### config.mk
export PLATFORM = sky130hd
export DESIGN_NAME = msl_link_supervisor
export DESIGN_NICKNAME = d
export VERILOG_FILES = /design/src/rtl/msl_pkg.sv /design/src/rtl/msl_char_timer.sv /design/src/rtl/msl_link_supervisor.sv
export SDC_FILE = /design/constraint.sdc
export NUM_CORES = 1
export LEC_CHECK = 0
export ABC_AREA = 1
export BUFFER_PORTS_ARGS = -buffer_cell sky130_fd_sc_hd__buf_2
export CAP_MARGIN = 10
export CORE_AREA = 2 2 130 196
export CTS_BUF_LIST = sky130_fd_sc_hd__clkbuf_4 sky130_fd_sc_hd__clkbuf_8 sky130_fd_sc_hd__clkbuf_16
export CTS_CLUSTER_SIZE = 10
export DETAILED_ROUTE_END_ITERATION = 6
export DIE_AREA = 0 0 132 198
export PLACE_DENSITY = 0.58
export SYNTH_ARGS = -nofsm -noshare
export SYNTH_HDL_FRONTEND = slang
export SYNTH_HIERARCHICAL = 1
export SYNTH_SLANG_ARGS = --single-unit
### constraint.sdc
create_clock -name pclk -period 2.23 [get_ports pclk]
set_input_delay 0.3345 -clock pclk [delete_from_list [all_inputs] [get_ports pclk]]
set_output_delay 0.3345 -clock pclk [all_outputs]
set_load 0.03 [all_outputs]
### src/rtl/msl_pkg.sv
package msl_pkg;
    // -------------------------------------------------------------
    // apb register byte offsets
    // -------------------------------------------------------------
    localparam logic [7:0] MSL_OFS_STATION = 8'h00;
    localparam logic [7:0] MSL_OFS_RATE    = 8'h04;
    localparam logic [7:0] MSL_OFS_PERMIT  = 8'h08;
    localparam logic [7:0] MSL_OFS_GAP     = 8'h0c;
    localparam logic [7:0] MSL_OFS_REPLY   = 8'h10;
    localparam logic [7:0] MSL_OFS_RLY_AL  = 8'h14;
    localparam logic [7:0] MSL_OFS_AO_AL   = 8'h18;
    localparam logic [7:0] MSL_OFS_STATUS  = 8'h1c;
    localparam logic [7:0] MSL_OFS_MASK    = 8'h20;
    localparam logic [7:0] MSL_OFS_STATE   = 8'h24;

    // -------------------------------------------------------------
    // line-side register indices
    // -------------------------------------------------------------
    localparam logic [7:0] MSL_IDX_AO_CMD  = 8'h04;
    localparam logic [7:0] MSL_IDX_RLY_CMD = 8'h05;
    localparam logic [7:0] MSL_IDX_GAP     = 8'h10;
    localparam logic [7:0] MSL_IDX_REPLY   = 8'h11;
    localparam logic [7:0] MSL_IDX_RATE    = 8'h12;
    localparam logic [7:0] MSL_IDX_STATION = 8'h13;

    // -------------------------------------------------------------
    // limits, reset values, field positions
    // -------------------------------------------------------------
    localparam logic [7:0] MSL_STATION_MAX = 8'hc7;
    localparam logic [7:0] MSL_ADDR_ZERO   = 8'hff;
    localparam logic [6:0] MSL_GAP_MAX     = 7'h63;
    localparam logic [7:0] MSL_STATION_RST = 8'h01;
    localparam logic [2:0] MSL_RATE_RST    = 3'h3;
    localparam logic [2:0] MSL_REPLY_RST   = 3'h0;
    localparam logic [6:0] MSL_GAP_RST     = 7'h00;
    localparam int         MSL_ST_ALARM    = 0;
    localparam int         MSL_ST_REFUSED  = 1;
    localparam int         MSL_ST_HIT      = 2;
    localparam int         MSL_ST_W        = 3;
    localparam int         MSL_AO_HOLD_BIT = 16;

    // -------------------------------------------------------------
    // timing
    // -------------------------------------------------------------
    localparam int unsigned MSL_CLK_HZ     = 50_000_000;
    localparam int unsigned MSL_SEC_TIME_S = 1;
    localparam int unsigned MSL_CHAR_BITS  = 11;
    localparam int unsigned MSL_RATE_BPS [8] = '{
        1200, 2400, 4800, 9600, 19200, 38400, 57600, 115200};
    localparam int unsigned MSL_REPLY_CHARS [8] = '{
        0, 10, 20, 50, 100, 200, 0, 0};
endpackage
### src/rtl/msl_char_timer.sv
`timescale 1ns/1ps
`default_nettype none
// one pulse per character time at the selected line rate
module msl_char_timer #(
    parameter int unsigned CLK_HZ = msl_pkg::MSL_CLK_HZ,
    parameter int          CW     = 20
) (
    input  wire logic          pclk,
    input  wire logic          presetn,
    input  wire logic          restart,
    input  wire logic [2:0]    rate_sel,
    output logic               char_tick
);
    logic [CW-1:0] cnt_reg;

    // constant divisor per rate, no run-time divider
    function automatic logic [CW-1:0] char_cycles(input logic [2:0] s);
        logic [CW-1:0] r;
        r = '0;
        for (int i = 0; i < 8; i++) begin
            if (s == 3'(i)) begin
                r = CW'(CLK_HZ * msl_pkg::MSL_CHAR_BITS
                        / msl_pkg::MSL_RATE_BPS[i] - 1);
            end
        end
        return r;
    endfunction

    // restart aligns the first tick to a whole character after the frame
    always_ff @(posedge pclk or negedge presetn) begin
        if (!presetn) begin
            cnt_reg   <= '0;
            char_tick <= 1'b0;
        end else if (restart) begin
            cnt_reg   <= char_cycles(rate_sel);
            char_tick <= 1'b0;
        end else if (cnt_reg == '0) begin
            cnt_reg   <= char_cycles(rate_sel);
            char_tick <= 1'b1;
        end else begin
            cnt_reg   <= cnt_reg - 1'b1;
            char_tick <= 1'b0;
        end
    end
endmodule
`default_nettype wire

### src/rtl/msl_link_supervisor.sv
// Register access over APB and the address map were left to the implementer.
`timescale 1ns/1ps
`default_nettype none
module msl_link_supervisor #(
    parameter int unsigned CLK_HZ   = msl_pkg::MSL_CLK_HZ,
    parameter int unsigned SEC_CYC  = msl_pkg::MSL_SEC_TIME_S * CLK_HZ,
    parameter int          N_RELAY  = 2,
    parameter int          AO_W     = 16
) (
    input  wire logic              pclk,
    input  wire logic              presetn,
    input  wire logic              psel,
    input  wire logic              penable,
    input  wire logic              pwrite,
    input  wire logic [7:0]        paddr,
    input  wire logic [31:0]       pwdata,
    output logic                   pready,
    output logic [31:0]            prdata,
    output logic                   pslverr,
    input  wire logic              mb_frame_end,
    input  wire logic [7:0]        mb_frame_addr,
    input  wire logic              mb_frame_wr,
    input  wire logic [7:0]        mb_wr_index,
    input  wire logic [15:0]       mb_wr_data,
    output logic                   mb_addr_hit,
    output logic                   mb_wr_refused,
    output logic                   reply_start,
    output logic [2:0]             line_rate_sel,
    output logic [N_RELAY-1:0]     relay_out,
    output logic [AO_W-1:0]        ao_value,
    output logic                   alarm_active,
    output logic                   irq
);
    // -------------------------------------------------------------
    // state
    // -------------------------------------------------------------
    typedef enum logic [0:0] {
        MSL_RP_IDLE = 1'b0,
        MSL_RP_WAIT = 1'b1
    } msl_reply_t;

    logic [7:0]          station_reg;
    logic [2:0]          rate_reg;
    logic                remote_config_write_permit_reg;
    logic [6:0]          frame_gap_timeout_reg;
    logic [2:0]          reply_delay_setting_reg;
    logic [N_RELAY-1:0]  relay_alarm_reg;
    logic [AO_W-1:0]     ao_alarm_reg;
    logic                ao_hold_reg;
    logic [AO_W-1:0]     ao_cmd_reg;
    logic [N_RELAY-1:0]  relay_cmd_reg;
    logic [msl_pkg::MSL_ST_W-1:0] status_reg;
    logic [msl_pkg::MSL_ST_W-1:0] mask_reg;
    logic [31:0]         sec_div_reg;
    logic [6:0]          gap_sec_reg;
    logic [7:0]          reply_cnt_reg;
    msl_reply_t          reply_reg;
    logic                char_tick;
    logic                alarm_next;

    // -------------------------------------------------------------
    // decode helpers
    // -------------------------------------------------------------
    // address match used by both hit pulse and write acceptance
    function automatic logic addr_match(input logic [7:0] id,
                                        input logic [7:0] a);
        if (id == 8'h00) begin
            return a == msl_pkg::MSL_ADDR_ZERO;
        end
        return a == id;
    endfunction

    function automatic logic [7:0] reply_chars(input logic [2:0] s);
        logic [7:0] r;
        r = '0;
        for (int i = 0; i < 8; i++) begin
            if (s == 3'(i)) begin
                r = 8'(msl_pkg::MSL_REPLY_CHARS[i]);
            end
        end
        return r;
    endfunction

    logic apb_setup;
    logic apb_wr;
    logic hit;
    logic mb_wr;
    logic mb_always;
    logic mb_cfg;
    logic mb_bad_val;
    logic mb_accept;

    // access phase completes on the cycle pready is already high
    assign apb_setup = psel && penable && !pready;
    assign apb_wr    = psel && penable && pready && pwrite && !pslverr;
    assign hit       = mb_frame_end && addr_match(station_reg, mb_frame_addr);
    assign mb_wr     = hit && mb_frame_wr;
    assign mb_always = (mb_wr_index == msl_pkg::MSL_IDX_AO_CMD)
                    || (mb_wr_index == msl_pkg::MSL_IDX_RLY_CMD);
    assign mb_cfg    = (mb_wr_index == msl_pkg::MSL_IDX_GAP)
                    || (mb_wr_index == msl_pkg::MSL_IDX_REPLY)
                    || (mb_wr_index == msl_pkg::MSL_IDX_RATE)
                    || (mb_wr_index == msl_pkg::MSL_IDX_STATION);
    // out-of-range station and gap values are refused instead of clipped
    assign mb_bad_val =
        ((mb_wr_index == msl_pkg::MSL_IDX_STATION)
            && (mb_wr_data > 16'(msl_pkg::MSL_STATION_MAX)))
     || ((mb_wr_index == msl_pkg::MSL_IDX_GAP)
            && (mb_wr_data > 16'(msl_pkg::MSL_GAP_MAX)));
    assign mb_accept = mb_wr && (mb_always
                    || (mb_cfg && remote_config_write_permit_reg
                        && !mb_bad_val));

    // -------------------------------------------------------------
    // apb slave: one wait state so every answer leaves a flop
    // -------------------------------------------------------------
    function automatic logic apb_bad(input logic [7:0] a,
                                     input logic       w,
                                     input logic [31:0] d);
        logic b;
        b = 1'b0;
        unique case (a)
            msl_pkg::MSL_OFS_STATION: b = w && (d[7:0] > msl_pkg::MSL_STATION_MAX);
            msl_pkg::MSL_OFS_GAP:     b = w && (d[6:0] > msl_pkg::MSL_GAP_MAX);
            msl_pkg::MSL_OFS_STATE:   b = w;
            msl_pkg::MSL_OFS_RATE, msl_pkg::MSL_OFS_PERMIT,
            msl_pkg::MSL_OFS_REPLY, msl_pkg::MSL_OFS_RLY_AL,
            msl_pkg::MSL_OFS_AO_AL, msl_pkg::MSL_OFS_STATUS,
            msl_pkg::MSL_OFS_MASK:    b = 1'b0;
            default:                  b = 1'b1;
        endcase
        return b;
    endfunction

    always_ff @(posedge pclk or negedge presetn) begin
        if (!presetn) begin
            pready  <= 1'b0;
            pslverr <= 1'b0;
            prdata  <= '0;
        end else begin
            pready  <= apb_setup;
            pslverr <= apb_setup && apb_bad(paddr, pwrite, pwdata);
            if (apb_setup && !pwrite) begin
                unique case (paddr)
                    msl_pkg::MSL_OFS_STATION: prdata <= 32'(station_reg);
                    msl_pkg::MSL_OFS_RATE:    prdata <= 32'(rate_reg);
                    msl_pkg::MSL_OFS_PERMIT:
                        prdata <= 32'(remote_config_write_permit_reg);
                    msl_pkg::MSL_OFS_GAP:     prdata <= 32'(frame_gap_timeout_reg);
                    msl_pkg::MSL_OFS_REPLY:   prdata <= 32'(reply_delay_setting_reg);
                    msl_pkg::MSL_OFS_RLY_AL:  prdata <= 32'(relay_alarm_reg);
                    msl_pkg::MSL_OFS_AO_AL:
                        prdata <= 32'({ao_hold_reg, ao_alarm_reg});
                    msl_pkg::MSL_OFS_STATUS:  prdata <= 32'(status_reg);
                    msl_pkg::MSL_OFS_MASK:    prdata <= 32'(mask_reg);
                    msl_pkg::MSL_OFS_STATE:
                        prdata <= 32'({reply_reg, alarm_active});
                    default:                  prdata <= '0;
                endcase
            end else begin
                prdata <= '0;
            end
        end
    end

    // -------------------------------------------------------------
    // configuration: local bus first, then accepted line writes
    // -------------------------------------------------------------
    always_ff @(posedge pclk or negedge presetn) begin
        if (!presetn) begin
            station_reg                    <= msl_pkg::MSL_STATION_RST;
            rate_reg                       <= msl_pkg::MSL_RATE_RST;
            remote_config_write_permit_reg <= 1'b0;
            frame_gap_timeout_reg          <= msl_pkg::MSL_GAP_RST;
            reply_delay_setting_reg        <= msl_pkg::MSL_REPLY_RST;
            relay_alarm_reg                <= '0;
            ao_alarm_reg                   <= '0;
            ao_hold_reg                    <= 1'b0;
            mask_reg                       <= '0;
        end else if (apb_wr) begin
            unique case (paddr)
                msl_pkg::MSL_OFS_STATION: station_reg <= pwdata[7:0];
                msl_pkg::MSL_OFS_RATE:    rate_reg <= pwdata[2:0];
                msl_pkg::MSL_OFS_PERMIT:
                    remote_config_write_permit_reg <= pwdata[0];
                msl_pkg::MSL_OFS_GAP:     frame_gap_timeout_reg <= pwdata[6:0];
                msl_pkg::MSL_OFS_REPLY:   reply_delay_setting_reg <= pwdata[2:0];
                msl_pkg::MSL_OFS_RLY_AL:  relay_alarm_reg <= pwdata[N_RELAY-1:0];
                msl_pkg::MSL_OFS_AO_AL: begin
                    ao_alarm_reg <= pwdata[AO_W-1:0];
                    ao_hold_reg  <= pwdata[msl_pkg::MSL_AO_HOLD_BIT];
                end
                msl_pkg::MSL_OFS_MASK:    mask_reg <= pwdata[msl_pkg::MSL_ST_W-1:0];
                default: ;
            endcase
        end else if (mb_accept) begin
            unique case (mb_wr_index)
                msl_pkg::MSL_IDX_GAP:     frame_gap_timeout_reg <= mb_wr_data[6:0];
                msl_pkg::MSL_IDX_REPLY:   reply_delay_setting_reg <= mb_wr_data[2:0];
                msl_pkg::MSL_IDX_RATE:    rate_reg <= mb_wr_data[2:0];
                msl_pkg::MSL_IDX_STATION: station_reg <= mb_wr_data[7:0];
                default: ;
            endcase
        end
    end

    // line-controlled set points, never gated by the permit
    always_ff @(posedge pclk or negedge presetn) begin
        if (!presetn) begin
            ao_cmd_reg    <= '0;
            relay_cmd_reg <= '0;
        end else if (mb_accept) begin
            if (mb_wr_index == msl_pkg::MSL_IDX_AO_CMD) begin
                ao_cmd_reg <= mb_wr_data[AO_W-1:0];
            end
            if (mb_wr_index == msl_pkg::MSL_IDX_RLY_CMD) begin
                relay_cmd_reg <= mb_wr_data[N_RELAY-1:0];
            end
        end
    end

    // -------------------------------------------------------------
    // frame-gap supervision
    // -------------------------------------------------------------
    // any complete frame restarts the gap, whoever it was addressed to
    always_ff @(posedge pclk or negedge presetn) begin
        if (!presetn) begin
            sec_div_reg <= '0;
            gap_sec_reg <= '0;
        end else if (mb_frame_end) begin
            sec_div_reg <= '0;
            gap_sec_reg <= '0;
        end else if (sec_div_reg == SEC_CYC - 1) begin
            sec_div_reg <= '0;
            if (gap_sec_reg != 7'h7f) begin
                gap_sec_reg <= gap_sec_reg + 7'h01;
            end
        end else begin
            sec_div_reg <= sec_div_reg + 32'h1;
        end
    end

    // alarm only once the gap strictly exceeds the setting
    assign alarm_next = (frame_gap_timeout_reg != 7'h00)
                     && (gap_sec_reg > frame_gap_timeout_reg)
                     && !mb_frame_end;

    // outputs: alarm values while timed out (ao_value held instead when ao_hold_reg is set), normal values after
    always_ff @(posedge pclk or negedge presetn) begin
        if (!presetn) begin
            alarm_active <= 1'b0;
            relay_out    <= '0;
            ao_value     <= '0;
        end else begin
            alarm_active <= alarm_next;
            if (alarm_next) begin
                relay_out <= relay_alarm_reg;
                if (!ao_hold_reg) begin
                    ao_value <= ao_alarm_reg;
                end
            end else begin
                relay_out <= relay_cmd_reg;
                ao_value  <= ao_cmd_reg;
            end
        end
    end

    // -------------------------------------------------------------
    // reply timing
    // -------------------------------------------------------------
    msl_char_timer #(
        .CLK_HZ (CLK_HZ)
    ) u_char (
        .pclk      (pclk),
        .presetn   (presetn),
        .restart   (hit),
        .rate_sel  (rate_reg),
        .char_tick (char_tick)
    );

    // a new matching frame restarts any pending wait
    always_ff @(posedge pclk or negedge presetn) begin
        if (!presetn) begin
            reply_reg     <= MSL_RP_IDLE;
            reply_cnt_reg <= '0;
            reply_start   <= 1'b0;
        end else if (hit) begin
            if (reply_chars(reply_delay_setting_reg) == 8'h00) begin
                reply_reg   <= MSL_RP_IDLE;
                reply_start <= 1'b1;
            end else begin
                reply_reg     <= MSL_RP_WAIT;
                reply_cnt_reg <= reply_chars(reply_delay_setting_reg);
                reply_start   <= 1'b0;
            end
        end else begin
            reply_start <= 1'b0;
            unique case (reply_reg)
                MSL_RP_IDLE: ;
                MSL_RP_WAIT: begin
                    if (char_tick) begin
                        reply_cnt_reg <= reply_cnt_reg - 8'h01;
                        if (reply_cnt_reg == 8'h01) begin
                            reply_reg   <= MSL_RP_IDLE;
                            reply_start <= 1'b1;
                        end
                    end
                end
            endcase
        end
    end

    // -------------------------------------------------------------
    // line-side pulses, status and interrupt
    // -------------------------------------------------------------
    always_ff @(posedge pclk or negedge presetn) begin
        if (!presetn) begin
            mb_addr_hit   <= 1'b0;
            mb_wr_refused <= 1'b0;
            line_rate_sel <= msl_pkg::MSL_RATE_RST;
        end else begin
            mb_addr_hit   <= hit;
            mb_wr_refused <= mb_wr && !mb_accept;
            line_rate_sel <= rate_reg;
        end
    end

    logic [msl_pkg::MSL_ST_W-1:0] st_set;
    logic [msl_pkg::MSL_ST_W-1:0] st_clr;

    assign st_set[msl_pkg::MSL_ST_ALARM]   = alarm_next && !alarm_active;
    assign st_set[msl_pkg::MSL_ST_REFUSED] = mb_wr && !mb_accept;
    assign st_set[msl_pkg::MSL_ST_HIT]     = hit;
    assign st_clr = (apb_wr && paddr == msl_pkg::MSL_OFS_STATUS)
                  ? pwdata[msl_pkg::MSL_ST_W-1:0] : '0;

    // write-one-to-clear; a fresh event beats a clear in the same cycle
    always_ff @(posedge pclk or negedge presetn) begin
        if (!presetn) begin
            status_reg <= '0;
            irq        <= 1'b0;
        end else begin
            status_reg <= (status_reg & ~st_clr) | st_set;
            irq        <= |(((status_reg & ~st_clr) | st_set) & mask_reg);
        end
    end
endmodule
`default_nettype wire

# ---- Word level (Yosys, flattened, before mapping)
# Cells that the tools add are included.
dict set report word_totals {
  reg_bits 194
  in_bits 79
  out_inout_bits 60
  wordCells 210
}
dict set report classes {
  n_addsub 4
  magnitude_cmp 5
  eq_ne 40
  mux 65
  n_bitwise 4
  n_reduce_logical 63
}
# op n
set op_table {}
lappend op_table {{$pmux 17 s10} 1}
lappend op_table {{$mux 19} 8}
lappend op_table {{$mux 8} 15}
lappend op_table {{$mux 32} 3}
lappend op_table {{$eq 8x5->1 const B} 8}
lappend op_table {{$mux 7} 7}
lappend op_table {{$mux 20} 2}
lappend op_table {{$add 32x1->32 const B} 1}
lappend op_table {{$eq 32x26->1 const B} 1}
lappend op_table {{$mux 16} 2}
lappend op_table {{$mux 3} 9}
lappend op_table {{$eq 3x3->1 const B} 8}
lappend op_table {{$eq 8x3->1 const B} 3}
lappend op_table {{$logic_not 8->1} 3}
lappend op_table {{$logic_and 1x1->1} 21}
lappend op_table {{$logic_not 20->1} 1}
lappend op_table {{$sub 20x1->20 const B} 1}
lappend op_table {{$reduce_bool 2->1} 9}
lappend op_table {{$eq 8x4->1 const B} 2}
lappend op_table {{$eq 8x6->1 const B} 2}
lappend op_table {{$gt 16x7->1 const B} 1}
lappend op_table {{$gt 16x8->1 const B} 1}
lappend op_table {{$mux 1} 15}
lappend op_table {{$reduce_and 3->1} 5}
lappend op_table {{26 further kinds} 52}

# ---- Logic depth before layout (Yosys ltp)
dict set report logic_depth {
  depth_word 13
  depth_mapped 17
  mapped_depth_nobuf 16
}

# ---- By module
# Netlist, hierarchy kept.
# mod instances cells_each area_per_inst_um2 seq_area_each_um2
set by_module_without_submodules {}
lappend by_module_without_submodules {msl_link_supervisor 1 1022 8180.3 3960.0}
lappend by_module_without_submodules {msl_char_timer 1 223 1493.9 525.5}

# ---- Worst setup path before layout
# No wires, ideal clock.
dict set report synth_path {
  kind {register -> register}
  start {register station_reg[0]}
  end {register u_char.cnt_reg[14]}
  setup_ns 0.117
  t_arrival_ns 1.963
  required_ns 2.113
  path_slack_ns 0.151
  path_stages_with_launch 18
  path_buffers 2
  period_less_slack_ns 2.079
  cell_sequence {dfstp_2 -> nor2_1 -> nand2_1 -> inv_1 -> nand2_4 -> nand2_1 -> nand2_1 -> nand2_1 -> nor2_1 -> nand3_1 -> nor2_4 -> buf_2 -> inv_1 -> nand2_4 -> inv_4 -> buf_6 -> nor2_2 -> nor2_1}
}
dict set report synth_via {
  elab_chain_len 5
  word_cells_on_any_way 6
  cone_classes {1 x eq/ne; 3 x mux; 2 x reduce/logical}
}
# item line
set synth_lines {}
lappend synth_lines {{from (decl)} msl_link_supervisor.sv:42} ;# logic [7:0] station_reg;
lappend synth_lines {{from (signal assigned)} msl_link_supervisor.sv:171} ;# station_reg <= msl_pkg::MSL_STATION_RST;
lappend synth_lines {{from (signal assigned)} msl_link_supervisor.sv:182} ;# msl_pkg::MSL_OFS_STATION: station_reg <= pwdata[7:0];
lappend synth_lines {{from (signal assigned)} msl_link_supervisor.sv:201} ;# msl_pkg::MSL_IDX_STATION: station_reg <= mb_wr_data[7:0];
lappend synth_lines {{$logic_not 8->1} msl_link_supervisor.sv:67} ;# if (id == 8'h00) begin
lappend synth_lines {{$mux 1} msl_link_supervisor.sv:67}
lappend synth_lines {{$mux 1 *} msl_link_supervisor.sv:70} ;# return a == id;
lappend synth_lines {{$logic_and 1x1->1 *} msl_link_supervisor.sv:96} ;# assign hit = mb_frame_end && addr_match(station_reg, mb_frame_addr);
lappend synth_lines {{named net hit} msl_link_supervisor.sv:86} ;# logic hit;
lappend synth_lines {{$mux 20 *} msl_char_timer.sv:34} ;# end else if (restart) begin
lappend synth_lines {{to (signal assigned)} msl_char_timer.sv:35} ;# cnt_reg <= char_cycles(rate_sel);
lappend synth_lines {{to (signal assigned)} msl_char_timer.sv:38} ;# cnt_reg <= char_cycles(rate_sel);
lappend synth_lines {{to (signal assigned)} msl_char_timer.sv:41} ;# cnt_reg <= cnt_reg - 1'b1;
lappend synth_lines {{to (decl)} msl_char_timer.sv:14} ;# logic [CW-1:0] cnt_reg;
# The timed path passes the listed nets; every way through them passes the cells marked *.
# A chain may end at the register's enable or synchronous reset.

# ---- Final worst setup path
dict set report layout_path {
  start {register station_reg[0]}
  end {register u_char.cnt_reg[8]}
}
dict set report layout_via {
  elab_chain_len 5
  word_cells_on_any_way 6
  cone_classes {1 x eq/ne; 3 x mux; 2 x reduce/logical}
}
# item line
set layout_lines {}
lappend layout_lines {{$logic_not 8->1} msl_link_supervisor.sv:67}
lappend layout_lines {{$mux 1} msl_link_supervisor.sv:67}
lappend layout_lines {{$mux 1 *} msl_link_supervisor.sv:70}
lappend layout_lines {{$logic_and 1x1->1 *} msl_link_supervisor.sv:96}
lappend layout_lines {{$mux 20 *} msl_char_timer.sv:34}
# Every way passes the cells marked *; elsewhere a longest branch is shown, timed or not.

==> impl_results.md <==
* VDD IR-drop max at 0.000519 V
* Final total power at 0.00709 W
* Most common cell after layout, fill and taps aside: nand2_1
* Synth Register Bits at 179
* Share of flip-flops with an asynchronous set or reset at 100%
* Via count of the routed design at 8690
* Met3 routed WL at 1020 um
* Fin nets at 1491
* P_leak at 5.71 nW
* Hold Slack at 125 ps
* Hold Path Class: primary input to register
* Area contributors post-synth: dfrtp_1 45%, nand2_1 12%, nand3_1 7.7%
* Share of layout cells above drive strength 1 at 18.6%
* Seq. cell area at 0.00449 sq mm
* RSZ-0062 raised after global routing: true
* Max-slew headroom at 47.4%
* Multi-input gate area at 0.00448 sq mm
* Antenna diodes at 0
* Post-Route WL at 26900 um
* Signal arrival time at the worst endpoint at 2510 ps
* Site row count at 71
* Fillers at 2516
* Status: completed
* Ys Warns at 6
* Design Area, Final at 0.0116 sq mm
* Final Hold Fails at 0
* Post-route ant nets at 0
* Setup TNS at 0 ps
* Worst-path clk slew at 70 ps
* Synth Instances at 1245
* Initial Util at 39.3%
* Initial drt markers at 451
* Gr usage total at 20.9%
* Post-synth top area share at 45.0%
* Grt ovf at 0
* Post-route non-filler standard cell count at 1740
* Max Slew Vio Count at 0
* DP Cell Count at 1694
* Post-synth EDFFs at 0
* Clock root cell: clkbuf_16
* Final Skew at 11.3 ps
* Wire per inst at 15.5 um
* Initial DRT Pass Iterations at 5
* Longest Clk Path Bufs at 2
* WL met2 at 14100 um
* Core footprint at 0.0246 sq mm
* Register area share after synthesis at 46.4%
* Placed cell areas at 0.0109 sq mm
* Post-route minimum period at 2140 ps
* Vias in the first global route at 8557
* Largest net degree at the start of global routing at 62
* Vias per cell at 4.99
* P per Cell Area at 610 mW/mm^2
* Critical Path RT at 2600 ps
* First-pass GRT wire length at 43100 um
* Distinct cell type count after synthesis at 49
* Gpl congestion at 0.854
* Post-Syn Area at 0.00967 sq mm
* Max capacitance violation total at 0
* CTS tree: built
* CTS Sinks at 179
* Fmax at 0.468 GHz
* I/O Pins at 139
* Clk_lat worst skew at 440 ps
* Chip width at 132 um
* Leading area contributor after synthesis: dfrtp_1
* Average size of a mapped cell at 7.77 sq um
* Setup violators final at 0
* Metal1 wirelength at 10800 um
* Die Y at 198 um
* Slew at the pin with the worst max-slew slack at 780 ps
* Largest register FFs at 32
* Post-synth top flop: dfrtp_1
* H-tree levels at 4
* Remaining DRCs at 0
* Most frequent cells in the layout: 299 x nand2_1, 174 x dfrtp_1, 148 x nand3_1
* Overall die area at 0.0261 sq mm
* Critical path class: register to register
* Total CTS buffers at 17
* Crit Path Max Fanout at 8
* Worst setup EP type: register
* Part of the cycle the worst path needs at 95.9%
* Port bufs at 108
* Top routing layer used: met4
* Area Growth Syn to Fin at 20.1%
* Initial antenna violation count at 0
* Post-DP HPWL at 20600 um
* Setup crit start kind: register
metrics by stage:
| stage | utilization (%) | setup WS [ps] |
|---|---|---|
| 2_1_floorplan | - | 151 |
| 3_3_place_gp | 44.1 | 117 |
| 3_5_place_dp | 44.1 | 77.3 |
| 4_1_cts | 46.4 | 78.9 |
| 5_1_grt | 47.2 | -50.6 |
| 6_report | 47.2 | 92.0 |
kinds of logic after synthesis:
logic type | count (synthesis) | share of synthesized area [%]
adders and majority gates | 13 | 1.68
and+or+nand+nor | 677 | 30.8
xor gates and xnor gates | 36 | 3.26
AOI/OAI and AO/OA | 136 | 7.99
muxes | 10 | 1.16
other | 1 | 0.0388
DFF | 179 | 46.4
buffers and inverters | 193 | 8.67
critical path, stage by stage, from the launching register on:
cell	delay (ps)
dfstp_2	550
nor2_4	50
nand2_4	70
inv_2	50
nand2_4	100
nand2_2	60
nand2_1	60
nand2_1	40
nor2_1	70
nand3_1	110
nor2_4	160
buf_12	140
clkinvlp_4	160
nand2_8	150
buf_12	130
nand2_4	40
o21ai_2	120
where the power goes:
group          switching (W)  leakage [nW]  total, W  internal (W)
logic               0.000507          3.03  0.000801      0.000294
clock network        0.00126         0.273   0.00282       0.00156
registers           0.000107          2.40   0.00347       0.00336
total                0.00188          5.71   0.00709       0.00521
routing by layer:
| layer | up-vias | GRT usage (%) |
|---|---|---|
| li1 | 4345 | - |
| met1 | 4085 | 23.1 |
| met2 | 207 | 38.2 |
| met3 | 53 | 4.15 |
| met4 | 0 | 9.86 |
| met5 | - | 0 |
cells in the mapped netlist, drive strengths merged (2+ instances only):
cell,number
xnor2,11
nor4,10
ha,13
mux2,10
o21bai,2
o31ai,5
nand4,26
nand2,309
a21oi,27
buf,31
dfrtp,174
a221oi,7
o21ai,80
nand3,153
nor2,143
nor3,31
nand3b,2
or2,2
inv,144
dfstp,5
o21a,2
clkbuf,17
xor2,25
a31oi,8
final timing paths:
path | slack, ps | end | startpoint | depth (start not counted)
setup / recovery | 90 | u_char/cnt_reg[8] | station_reg[0] | 16
max in group asynchronous | 1100 | line_rate_sel[0] | presetn | 3
setup reg to reg | 90 | u_char/cnt_reg[8] | station_reg[0] | 16
hold reg to reg | 460 | line_rate_sel[0] | rate_reg[0] | 0
min in group asynchronous | 440 | sec_div_reg[18] | presetn | 2
hold / removal | 130 | ao_alarm_reg[12] | pwdata[12] | 2
cell type report:
class	count	share of cell area, %
Sequential cell	179	38.6
Multi-Input combinational cell	888	38.5
Timing Repair Buffer	168	9.90
Inverter	145	4.76
Clock buffer	20	3.85
Tap cell	328	3.53
Clock inverter	12	0.808
timing repair:
action,in CTS,in global routing
resized for setup,0,18
endpoints found under the hold margin,53,0
hold buffers,1,0
setup endpoints to repair,0,50
setup buffers,0,10
Note: power is estimated with default switching activity, not from simulation.
